<file path="src/rtl/bypass_pkg.sv">
package bypass_pkg;
  localparam int unsigned CLK_MHZ      = 20;
  localparam int unsigned LOSS_MAX_NS  = 400;
  localparam int unsigned LOSS_MAX_CYC = (LOSS_MAX_NS * CLK_MHZ) / 1000;

  localparam int unsigned ADDR_W = 8;
  localparam logic [7:0]  OFF_CTRL = 8'h00;
  localparam logic [7:0]  OFF_SRC  = 8'h04;
  localparam logic [7:0]  OFF_STAT = 8'h08;
  localparam logic [7:0]  OFF_MASK = 8'h0c;

  localparam int unsigned BIT_EN  = 7;
  localparam int unsigned BIT_IEN = 6;
  localparam int unsigned BIT_FB  = 1;
  localparam int unsigned BIT_SD  = 0;
  localparam int unsigned BIT_EVT = 0;

  localparam logic        EN_RST   = 1'b0;
  localparam logic        IEN_RST  = 1'b0;
  localparam logic        FB_RST   = 1'b1;
  localparam logic        PIN_RST  = 1'b1;
  localparam logic        MASK_RST = 1'b1;
  localparam logic [7:0]  SRC_NONE = 8'h00;
  localparam logic [7:0]  SLOT_ADDR_DEF = 8'h26;

  localparam int unsigned PIN_SD  = 0;
  localparam int unsigned PIN_OUT = 1;

  typedef enum logic [2:0] {SEL_CTRL, SEL_SRC, SEL_STAT, SEL_MASK, SEL_NONE} reg_sel_t;
endpackage

</file>
<file path="src/rtl/pin_sync_if.sv">
`timescale 1ns/10ps
interface pin_sync_if #(parameter int W = 2);
  logic [W-1:0] filt;
  modport src (output filt);
  modport dst (input  filt);
endinterface

</file>
<file path="src/rtl/pin_sync.sv">
`timescale 1ns/10ps
module pin_sync #(
  parameter int W = 2
) (
  input  wire logic         pclk,
  input  wire logic         presetn,
  input  wire logic [W-1:0] din,
  pin_sync_if.src           sif
);
  genvar g;
  generate
    for (g = 0; g < W; g++)
    begin : g_bit
      logic s1_q, s2_q, s3_q, filt_q, filt_d;
      // New level counts once stages two and three agree
      always_comb
      begin
        filt_d = filt_q;
        if (s2_q == s3_q)
        begin
          filt_d = s3_q;
        end
      end
      // Three-stage chain, reset to the pulled-up level
      always_ff @(posedge pclk or negedge presetn)
      begin
        if (!presetn)
        begin
          s1_q   <= bypass_pkg::PIN_RST;
          s2_q   <= bypass_pkg::PIN_RST;
          s3_q   <= bypass_pkg::PIN_RST;
          filt_q <= bypass_pkg::PIN_RST;
        end
        else
        begin
          s1_q   <= din[g];
          s2_q   <= s1_q;
          s3_q   <= s2_q;
          filt_q <= filt_d;
        end
      end
      assign sif.filt[g] = filt_q;
    end
  endgenerate
endmodule // pin_sync

</file>
<file path="src/rtl/bypass_slot.sv">
`timescale 1ns/10ps
module bypass_slot #(
  parameter logic [7:0] SLOT_ADDR = bypass_pkg::SLOT_ADDR_DEF
) (
  input  wire logic        pclk,
  input  wire logic        presetn,
  input  wire logic [7:0]  paddr,
  input  wire logic        psel,
  input  wire logic        penable,
  input  wire logic        pwrite,
  input  wire logic [31:0] pwdata,
  output logic      [31:0] prdata,
  output logic             pready,
  output logic             pslverr,
  input  wire logic        bypass_out_pin_i,
  output logic             bypass_out_pin_o,
  output logic             bypass_out_pin_oe,
  input  wire logic        detect_in_pin,
  output logic             irq_n
);
  // Address decode shared by read and write paths
  function automatic bypass_pkg::reg_sel_t decode(input logic [7:0] a);
    if (a == bypass_pkg::OFF_CTRL)
      return bypass_pkg::SEL_CTRL;
    else if (a == bypass_pkg::OFF_SRC)
      return bypass_pkg::SEL_SRC;
    else if (a == bypass_pkg::OFF_STAT)
      return bypass_pkg::SEL_STAT;
    else if (a == bypass_pkg::OFF_MASK)
      return bypass_pkg::SEL_MASK;
    else
      return bypass_pkg::SEL_NONE;
  endfunction

  pin_sync_if #(.W(2)) sif ();

  logic                 filt_sd;
  logic                 filt_out;
  bypass_pkg::reg_sel_t sel;
  logic                 setup;
  logic                 acc;
  logic                 wr_ctrl;
  logic                 wr_stat;
  logic                 wr_mask;
  logic                 sd_chg;
  logic                 sd_evt;
  logic [7:0]           ctrl_rd;

  logic        en_q, en_d, ien_q, ien_d, fb_q, fb_d;
  logic        sd_prev_q, sd_prev_d;
  logic        stat_q, stat_d, mask_q, mask_d;
  logic [7:0]  src_q, src_d;
  logic        irq_n_q, irq_n_d;
  logic        out_q, out_d, oe_q, oe_d;
  logic [31:0] prdata_q, prdata_d;
  logic        pready_q, pready_d, pslverr_q, pslverr_d;

  // Both pins pass the synchronizer and filter
  pin_sync #(.W(2)) u_sync (
    .pclk    (pclk),
    .presetn (presetn),
    .din     ({bypass_out_pin_i, detect_in_pin}),
    .sif     (sif.src)
  );

  assign filt_sd  = sif.filt[bypass_pkg::PIN_SD];
  assign filt_out = sif.filt[bypass_pkg::PIN_OUT];

  // APB phase and strobe decode
  assign sel     = decode(paddr);
  assign setup   = psel && !penable;
  assign acc     = psel && penable && pready_q;
  assign wr_ctrl = acc && pwrite && (sel == bypass_pkg::SEL_CTRL);
  assign wr_stat = acc && pwrite && (sel == bypass_pkg::SEL_STAT);
  assign wr_mask = acc && pwrite && (sel == bypass_pkg::SEL_MASK);

  // Detect edge qualified by enable and irq enable
  assign sd_chg = filt_sd ^ sd_prev_q;
  assign sd_evt = sd_chg && en_q && ien_q;

  // Control register view; reserved bits read zero
  assign ctrl_rd = {en_q, ien_q, 4'h0,
                    en_q ? fb_q : filt_out,
                    filt_sd};

  // Control bits next state
  always_comb
  begin
    en_d  = en_q;
    ien_d = ien_q;
    fb_d  = fb_q;
    if (wr_ctrl)
    begin
      en_d  = pwdata[bypass_pkg::BIT_EN];
      ien_d = pwdata[bypass_pkg::BIT_IEN];
      fb_d  = pwdata[bypass_pkg::BIT_FB];
    end
    if (!filt_sd)
    begin
      fb_d = 1'b0;
    end
  end

  // Control bits storage
  always_ff @(posedge pclk or negedge presetn)
  begin
    if (!presetn)
    begin
      en_q  <= bypass_pkg::EN_RST;
      ien_q <= bypass_pkg::IEN_RST;
      fb_q  <= bypass_pkg::FB_RST;
    end
    else
    begin
      en_q  <= en_d;
      ien_q <= ien_d;
      fb_q  <= fb_d;
    end
  end

  // Interrupt status, source and mask next state
  always_comb
  begin
    sd_prev_d = filt_sd;
    stat_d    = stat_q;
    src_d     = src_q;
    mask_d    = mask_q;
    if (wr_mask)
    begin
      mask_d = pwdata[bypass_pkg::BIT_EVT];
    end
    if (wr_stat && pwdata[bypass_pkg::BIT_EVT])
    begin
      stat_d = 1'b0;
      src_d  = bypass_pkg::SRC_NONE;
    end
    if (sd_evt)
    begin
      stat_d = 1'b1;
      src_d  = SLOT_ADDR;
    end
    irq_n_d = !(stat_d && mask_d);
  end

  // Interrupt storage
  always_ff @(posedge pclk or negedge presetn)
  begin
    if (!presetn)
    begin
      sd_prev_q <= bypass_pkg::PIN_RST;
      stat_q    <= 1'b0;
      src_q     <= bypass_pkg::SRC_NONE;
      mask_q    <= bypass_pkg::MASK_RST;
      irq_n_q   <= 1'b1;
    end
    else
    begin
      sd_prev_q <= sd_prev_d;
      stat_q    <= stat_d;
      src_q     <= src_d;
      mask_q    <= mask_d;
      irq_n_q   <= irq_n_d;
    end
  end

  // Pin drive: high keeps the bypass off, low forces bypass
  always_comb
  begin
    out_d = fb_d;
    oe_d  = en_d;
  end

  // Pin drive storage; reset leaves the pin an input
  always_ff @(posedge pclk or negedge presetn)
  begin
    if (!presetn)
    begin
      out_q <= bypass_pkg::FB_RST;
      oe_q  <= 1'b0;
    end
    else
    begin
      out_q <= out_d;
      oe_q  <= oe_d;
    end
  end

  // APB answer: ready in the first access cycle, data caught at setup
  always_comb
  begin
    pready_d  = setup;
    pslverr_d = pslverr_q;
    prdata_d  = prdata_q;
    if (setup)
    begin
      pslverr_d = (sel == bypass_pkg::SEL_NONE);
      if (!pwrite)
      begin
        if (sel == bypass_pkg::SEL_CTRL)
          prdata_d = {24'h0, ctrl_rd};
        else if (sel == bypass_pkg::SEL_SRC)
          prdata_d = {24'h0, src_q};
        else if (sel == bypass_pkg::SEL_STAT)
          prdata_d = {31'h0, stat_q};
        else if (sel == bypass_pkg::SEL_MASK)
          prdata_d = {31'h0, mask_q};
        else
          prdata_d = 32'h0;
      end
    end
  end

  // APB answer storage
  always_ff @(posedge pclk or negedge presetn)
  begin
    if (!presetn)
    begin
      pready_q  <= 1'b0;
      pslverr_q <= 1'b0;
      prdata_q  <= 32'h0;
    end
    else
    begin
      pready_q  <= pready_d;
      pslverr_q <= pslverr_d;
      prdata_q  <= prdata_d;
    end
  end

  assign prdata            = prdata_q;
  assign pready            = pready_q;
  assign pslverr           = pslverr_q;
  assign bypass_out_pin_o  = out_q;
  assign bypass_out_pin_oe = oe_q;
  assign irq_n             = irq_n_q;

  // Checks on the slot behaviour
  property p_evt_src;
    @(posedge pclk) disable iff (!presetn)
    (en_q && ien_q && sd_chg) |=> (stat_q && src_q == SLOT_ADDR);
  endproperty
  a_evt_src: assert property (p_evt_src) else $error("Detect change did not load source");

  property p_evt_irq;
    @(posedge pclk) disable iff (!presetn)
    (en_q && ien_q && sd_chg && mask_q && !wr_mask) |=> !irq_n;
  endproperty
  a_evt_irq: assert property (p_evt_irq) else $error("Detect change did not raise interrupt");

  property p_no_evt;
    @(posedge pclk) disable iff (!presetn)
    (!ien_q && !stat_q) |=> !stat_q;
  endproperty
  a_no_evt: assert property (p_no_evt) else $error("Interrupt raised with irq enable clear");

  property p_drive;
    @(posedge pclk) disable iff (!presetn)
    (en_q && !wr_ctrl && filt_sd) |=> (bypass_out_pin_oe && bypass_out_pin_o == $past(fb_q));
  endproperty
  a_drive: assert property (p_drive) else $error("Bypass pin not following force bypass");

  property p_loss;
    @(posedge pclk) disable iff (!presetn)
    $fell(filt_sd) |-> ##[1:2] !bypass_out_pin_o;
  endproperty
  a_loss: assert property (p_loss) else $error("Bypass pin slow after signal loss");

  property p_auto_clr;
    @(posedge pclk) disable iff (!presetn)
    !filt_sd |=> !fb_q;
  endproperty
  a_auto_clr: assert property (p_auto_clr) else $error("Force bypass not cleared on low detect");

  property p_wr_fb;
    @(posedge pclk) disable iff (!presetn)
    (wr_ctrl && filt_sd) |=> (fb_q == $past(pwdata[bypass_pkg::BIT_FB]));
  endproperty
  a_wr_fb: assert property (p_wr_fb) else $error("Force bypass write lost while detect high");

  property p_rd_sd;
    @(posedge pclk) disable iff (!presetn)
    (setup && !pwrite && sel == bypass_pkg::SEL_CTRL) |=>
      (prdata[bypass_pkg::BIT_SD] == $past(filt_sd) && prdata[5:2] == 4'h0);
  endproperty
  a_rd_sd: assert property (p_rd_sd) else $error("Control read shows wrong detect or reserved");

  property p_rd_strap;
    @(posedge pclk) disable iff (!presetn)
    (setup && !pwrite && sel == bypass_pkg::SEL_CTRL && !en_q) |=>
      (prdata[bypass_pkg::BIT_FB] == $past(filt_out));
  endproperty
  a_rd_strap: assert property (p_rd_strap) else $error("Strap level not visible on read");

  property p_pin_idle;
    @(posedge pclk) disable iff (!presetn)
    (!en_q && !wr_ctrl) |=> !bypass_out_pin_oe;
  endproperty
  a_pin_idle: assert property (p_pin_idle) else $error("Bypass pin driven with enable clear");

  c_evt:   cover property (@(posedge pclk) disable iff (!presetn) sd_evt ##1 !irq_n);
  c_loss:  cover property (@(posedge pclk) disable iff (!presetn) en_q && fb_q ##1 !filt_sd ##2 !bypass_out_pin_o);
  c_read:  cover property (@(posedge pclk) disable iff (!presetn) setup && !pwrite ##1 pready);
  c_clear: cover property (@(posedge pclk) disable iff (!presetn) stat_q && wr_stat ##1 !stat_q);
endmodule // bypass_slot

</file>
<file path="config.mk">
export PLATFORM = sky130hd
export DESIGN_NAME = bypass_slot
export DESIGN_NICKNAME = d
export VERILOG_FILES = /design/src/rtl/bypass_pkg.sv /design/src/rtl/pin_sync_if.sv /design/src/rtl/pin_sync.sv /design/src/rtl/bypass_slot.sv
export SDC_FILE = /design/constraint.sdc
export NUM_CORES = 1
export LEC_CHECK = 0
export BUFFER_PORTS_ARGS = -buffer_cell sky130_fd_sc_hd__buf_2
export CORE_UTILIZATION = 33
export DETAILED_ROUTE_END_ITERATION = 10
export PLACE_DENSITY = 0.66
export SLEW_MARGIN = 15
export SYNTH_ARGS = -nofsm -noshare
export SYNTH_HDL_FRONTEND = slang
export SYNTH_SLANG_ARGS = --single-unit
</file>
<file path="constraint.sdc">
create_clock -name pclk -period 2.7 [get_ports pclk]
set_input_delay 0.54 -clock pclk [delete_from_list [all_inputs] [get_ports pclk]]
set_output_delay 0.54 -clock pclk [all_outputs]
set_load 0.03 [all_outputs]
</file>
==> results of run 1 <==
-- sequential cells by signal, indices dropped and copies added (netlist names) --
signal,flops
mask_q,1
bypass_out_pin_o,1
u_sync.g_bit.s3_q,2
u_sync.g_bit.s1_q,2
ien_q,1
src_q,1
sd_prev_q,1
stat_q,1
pslverr,1
u_sync.g_bit.filt_q,2
bypass_out_pin_oe,1
prdata,5
irq_n,1
u_sync.g_bit.s2_q,2
pready,1
-- layer usage --
metal / vias to the layer above / wire length (microns) / global-route usage [%]
met2: 34 / 971 / 19.4
li1: 367 / - / -
met3: 2 / 108 / 1.89
met4: 0 / 14 / 4.76
met1: 367 / 785 / 12.3
met5: - / 0 / 0
-- cell usage after synthesis --
cell type,count,area (sq um)
nand4_1,1,6.26
a21oi_1,2,10.0
dfstp_2,12,315
a21o_1,2,15.0
o211ai_1,1,7.51
a31oi_1,1,6.26
nand2_1,11,41.3
nor3_4,1,16.3
a31o_2,1,8.76
mux2i_1,3,30.0
clkbuf_1,2,7.51
mux2_2,2,22.5
o21ai_0,3,15.0
dfrtp_1,11,275
or3_4,1,11.3
xor2_1,1,8.76
or4_4,1,11.3
inv_1,3,11.3
o22a_1,1,8.76
conb_1,1,3.75
maj3_1,2,20.0
or2_2,2,12.5
nor2_1,3,11.3
nand3_1,4,20.0
nand3b_1,2,15.0
buf_4,27,203
o31ai_1,3,22.5
nor4_4,1,21.3
and3_1,1,6.26
nand2b_1,1,6.26
-- power by group --
part / total, mW / switching, mW / internal, mW
Clock: 0.157 / 0.0996 / 0.0576
Sequential: 0.372 / 0.00773 / 0.364
Combinational: 0.0991 / 0.0784 / 0.0207
-- metrics by stage --
stage / total power [mW] / area, sq um / instances
3_5_place_dp: 0.477 / 1260 / 178
5_1_grt: 0.659 / 1280 / 182
6_report: 0.628 / 1280 / 182
4_1_cts: 0.636 / 1280 / 182
3_3_place_gp: 0.474 / 1260 / 178
2_1_floorplan: 0.477 / 1260 / 132
-- area by class of cell --
type | instances | area share (%)
inverters | 3 | 0.878
well taps | 46 | 4.49
clock buffers | 4 | 2.05
multi-input cells | 77 | 35.2
repair buffers | 29 | 11.3
flip-flops and latches | 23 | 46.0
-- cells by family (layout without fill, tap and decap cells) --
family          Yosys count  after routing
compound gates           14             14
xor+xnor                  1              1
fa+ha+maj                 2              2
buf+inv                  32             36
flops                    23             23
mux                       5              5
other cells               1             26
simple gates             29             29
-- critical path: cells and delay by family --
kind                   cells  cell delay [ns]
buffers and inverters      1             0.09
AND/OR/NAND/NOR            3             1.19
multiplexers               1             0.36
-- path summary, 6_finish.rpt --
check	from	slack [ns]	cells past startpoint	to
min	presetn	0.18	1	bypass_out_pin_oe
min in group pclk	bypass_out_pin_i	0.31	1	u_sync.g_bit[1].s1_q
max in group asynchronous	presetn	2.16	1	u_sync.g_bit[0].filt_q
max reg2reg	pready	1.31	4	stat_q
min reg2reg	u_sync.g_bit[1].s1_q	0.37	0	u_sync.g_bit[1].s2_q
max	paddr[1]	0.72	5	ien_q
==> results.md, run 1 <==
* Total area of multi-input combinational cells at between 400 and 500 sq um
* Final WS setup at 0.717 ns
* Outcome: finished, final reports clean
* Share of the clock period used by the worst path at 73.5%
* Final Net Count at 184
* Detailed router's first-iteration violation count at 3
* Fin. Hold Viols at 0
* Fillers at 346
* Gpl congestion at 0.868
* Fraction of synthesized area in multiplexers at 4.49%
* Max FO, Critical Path at 5
* Sum of negative setup slack at 0 ns
* Number of synthesized register bits at 23
* Largest family of logic cells by synthesized area: buffers and inverters
* Area fraction in and, or, nand and nor cells after synthesis at 15.3%
* Hold-fix buffers, CTS at 0
* Detail-routed net length per standard cell at 10.3 microns
* Buffer cell driving the clock tree root: clkbuf_4
* Standard-cell rows at 21
* Count of yosys warnings during synthesis at 0
* Crit-path max cell delay at 0.56 ns
* WP data required at 2.90 ns
* Diodes inserted at 0
* Layout area overhead at 9.63%
* Count of clock tree sinks at 23
* Final-report max-slew violation count at 0
* Dpl ws at 0.380 ns
* TritonCTS clock tree: yes
* Adder and majority gate portion of the synthesized area at 1.71%
* Most common library cell in the layout ignoring fill and taps: buf_2
* Maximum operating frequency at 504 MHz
* RSZ-0062 raised after global routing: false
* Cell chain of the critical path: buf_2 -> or4_4 -> or3_4 -> nor3_4 -> mux2_2
* DRC violation count after routing at 0
* Core area at 3360 sq um
* Arr. time, crit path at 2.18 ns
* Area fraction in compound gates after synthesis at 8.02%
* Overall Global Routing Usage at 10.7%
* Power per unit of standard cell area at 490 nW/um^2
* Synthesized area divided by synthesized cell count at around 11 sq um
* H-Tree Depth at 1
* Insertion delay of the later-clocked pin in the worst-skew pair at 0.30 ns
* Worst hold margin at 0.177 ns
* Fraction of final layout cells with drive strength greater than 1 at 39.0%
* Gates resized, CTS repair at 0
* Hold Crit Class: primary input to async pin
* Number of detailed-routing iterations run before antenna repair at 4
* Leakage power total at 0.650 nW
* Critical path start-end classification: primary input to flop
* HPWL after detailed placement at about 1500 microns
* Max-cap violations at 0
* Buffers added on ports at 29
* Synthesized area at 1170 sq um
* Highest-delay cell along the critical path: or4_4
* FF+latch area at slightly below 600 sq um
* DRT antenna net count at 0
* Setup violations, final at 0
* Post-synthesis cell count at 107
* Sequential-to-total area share from yosys stat at ~50%
* Starting density of the core at 34.8%
* Inserted Clock Buffers at 3
* Maximum number of pins on one net before global-route repair at 24
* # IOs at 84
* Tmin final at 1.98 ns
* Startpoint Class: primary input
* Die Height at 61.5 microns
* Routed wire length at 1880 microns
* Die extent in x at 61.5 microns
* Initial antenna violation count at 0
* Peak supply drop at ~0.30 mV
* Xor and xnor area share after synthesis at less than 1%
* Core utilization of the finished layout at 38.1%
* GR Overflow Total at 0
* Highest-count cells in the layout ignoring fill and taps: buf_2 (29), conb_1 (26), dfstp_2 (12), nand2_1 (11), dfrtp_1 (11)
* Buffer depth of the longest clock path at 2
* Final setup skew at roughly 0.0074 ns
* Drt via density at 4.23
* Post-CTS setup buffer count at 0
* Via count of the first global-routing pass at 694
* Die Footprint at around 3800 sq um
* Endpoint kind of the worst setup timing path: flop
* Clock edge transition at the registers on the reported setup and hold paths at 0.13 ns
* Post-synth cell types at 30
* Number of vias after detailed routing at 770
* Wire length of the first global-routing pass at approximately 3000 microns
Note: power is estimated with default switching activity, not from simulation.
==> inputs of run 2 (changes only) <==
--- a/config.mk
+++ b/config.mk
@@ -8,7 +8,7 @@
 export BUFFER_PORTS_ARGS = -buffer_cell sky130_fd_sc_hd__buf_2
 export CORE_UTILIZATION = 33
 export DETAILED_ROUTE_END_ITERATION = 10
-export PLACE_DENSITY = 0.66
+export PLACE_DENSITY = 0.69
 export SLEW_MARGIN = 15
 export SYNTH_ARGS = -nofsm -noshare
 export SYNTH_HDL_FRONTEND = slang
==> constraint.sdc (replaced) <==
create_clock -name pclk -period 1.6 [get_ports pclk]
set_input_delay 0.32 -clock pclk [delete_from_list [all_inputs] [get_ports pclk]]
set_output_delay 0.32 -clock pclk [all_outputs]
set_load 0.03 [all_outputs]
==> run 2 against run 1 <==
The run now ends with setup timing left. Global-route usage up 0.81 points. Clock skew down 0.0019 ns. Worst hold slack worse by 0.082 ns. Routed wire length about the same. Sequential power up 69%. Sequential share of layout area down 2.4 points. Flip-flop and latch count unchanged. Design area up 5.5%. Die area unchanged. Critical path depth unchanged. Clock power up 65%. Critical path type unchanged. Largest cell class unchanged.
==> results.md, run 2 (synthesized netlist as in run 1, its figures left out) <==
* Outcome: finished with violations
* Violated checks: setup timing
* Initial antenna violation count at 0
* Highest-count cells in the layout ignoring fill and taps: buf_2 (28), conb_1 (26), dfstp_2 (12), nand2_1 (11), dfrtp_1 (11)
* Fin. Hold Viols at 0
* Insertion delay of the later-clocked pin in the worst-skew pair at 0.31 ns
* Wire length of the first global-routing pass at 3170 microns
* Power per unit of standard cell area at 783 nW/um^2
* Critical path start-end classification: primary input to flop
* Clock edge transition at the registers on the reported setup and hold paths at 0.12 ns
* Final Net Count at between 150 and 200
* Arr. time, crit path at 1.85 ns
* Number of vias after detailed routing at slightly below 800
* Reg power frac at 59.2%
* Most common library cell in the layout ignoring fill and taps: buf_2
* Int Power at 748 uW
* Highest-delay cell along the critical path: or4_4
* Core utilization of the finished layout at slightly above 40%
* Maximum number of pins on one net before global-route repair at 24
* Diodes inserted at 0
* P_sw at 312 uW
* R2r setup slk at between 0.2 and 0.25 ns
* Peak supply drop at 0.492 mV
* Clock power frac at 24.4%
* Final setup skew at 0.00549 ns
* Share of total power in combinational logic at 16.4%
* GR Overflow Total at 0
* Hold wc startpoint: bypass_out_pin_i
* Worst hold margin at between 0.09 and 0.1 ns
* Leakage power total at 0.694 nW
* Standard-cell rows at 21
* Gpl congestion at 0.783
* Cell chain of the critical path: buf_6 -> or4_4 -> or3_4 -> nor3_4 -> mux2_2
* Maximum operating frequency at roughly 610 MHz
* Design Area, Final at between 1000 and 1500 sq um
* Max FO, Critical Path at 3
* Detailed router's first-iteration violation count at 22
* Buffer depth of the longest clock path at 2
* Overall Global Routing Usage at 11.5%
* Tmin final at 1.64 ns
* Detail-routed net length per standard cell at 9.88 microns
* Buffers added on ports at 29
* Final-report max-slew violation count at 0
* Number of flip-flops in the largest register at 5
* Die Height at around 62 microns
* # IOs at 84
* Crit-path max cell delay at 0.52 ns
* Startpoint of the lowest-slack register-to-register path: pready
* DRC violation count after routing at 0
* Depth of the worst register-to-register path at 5
* TritonCTS clock tree: yes
* Die Footprint at 3790 sq um
* Sum of negative setup slack at -0.0779 ns
* Startpoint Class: primary input
* Inserted Clock Buffers at 3
* # placed instances at 183
* Buffer cell driving the clock tree root: clkbuf_4
* Final WS setup at -0.0402 ns
* Die extent in x at 61.5 microns
* Worst hold endpoint: u_sync.g_bit[1].s1_q
* Setup violations, final at 2
* WP data required at 1.81 ns
* Layout area overhead at 15.6%
* Finished Layout Cells at 190
* Routed wire length at approximately 1900 microns
* DRT antenna net count at 0
* Max-cap violations at 0
* RSZ-0062 raised after global routing: true
* Share of the clock period used by the worst path at 103%
* Switching Share at 29.4%
* Via count of the first global-routing pass at roughly 740
* Standard cell area after detailed placement at 1290 sq um
* Fillers at ~340
* Core area at approximately 3400 sq um
* Starting density of the core at 34.8%
* HPWL after detailed placement at about 1500 microns
* Fraction of final layout cells with drive strength greater than 1 at 42.4%
* Count of clock tree sinks at 23
* Endpoint kind of the worst setup timing path: flop
* Capture instance of the worst register-to-register path: mask_q
* Number of detailed-routing iterations run before antenna repair at 4
* H-Tree Depth at 1
* Hold depth at 1
* Drt via density at slightly above 4
* Hold Crit Class: primary input to flop
## run 2: worst max path at each step
stage,start,to,slack [ns],depth (start not counted)
after global routing,paddr[1],bypass_out_pin_oe,-0.05,5
after detailed placement,paddr[1],bypass_out_pin_oe,-0.39,5
after global placement,paddr[1],bypass_out_pin_oe,-0.36,5
after CTS,paddr[1],bypass_out_pin_oe,-0.04,5
after floorplan,paddr[1],bypass_out_pin_oe,-0.32,4
final,paddr[1],bypass_out_pin_oe,-0.04,5
## run 2: routing by layer
| layer | share of wire (%) | global-route usage, % | vias to the layer above |
|---|---|---|---|
| met3 | 9.3 | 5.25 | 2 |
| li1 | - | - | 380 |
| met1 | 43 | 13.9 | 363 |
| met5 | 0 | 0 | - |
| met2 | 47 | 19.2 | 44 |
| met4 | 0.64 | 1.90 | 0 |
## run 2: worst max-delay path, delay by kind of cell
kind,cells,cell delay (ns)
buf+inv,1,0.09
mux,1,0.35
simple gates,3,1.08
## run 2: through the flow
step	total power, mW	setup slack (ns)
2_1_floorplan	0.805	-0.317
3_3_place_gp	0.803	-0.360
3_5_place_dp	0.809	-0.389
4_1_cts	1.07	-0.0385
5_1_grt	1.12	-0.0495
6_report	1.06	-0.0402
## run 2: repair_timing
| item | 4_1_cts | 5_1_grt |
|---|---|---|
| setup endpoints to repair | 3 | 5 |
| gates resized for setup | 1 | 0 |
| endpoints found under the hold margin | 11 | 0 |
| hold buffers | 1 | 0 |
| setup buffers | 0 | 2 |
| pin swaps | 0 | 1 |
| cloned | 0 | 0 |
## run 2: cell type report
cell class	instances	area, sq um	area share, %
clock inverters	1	5.00	0.370
repair buffers	37	214	15.8
multi-input cells	77	452	33.4
inverters	3	11.3	0.833
flip-flops and latches	23	591	43.7
well taps	46	57.6	4.26
clock buffers	3	22.5	1.67
## run 2: power groups by stage
stage	clock network [mW]	logic [mW]	registers (mW)
after floorplan	0	0.162	0.644
after global routing	0.296	0.195	0.631
after global placement	0	0.168	0.635
after CTS	0.270	0.174	0.628
final	0.259	0.174	0.627
after detailed placement	0	0.171	0.638
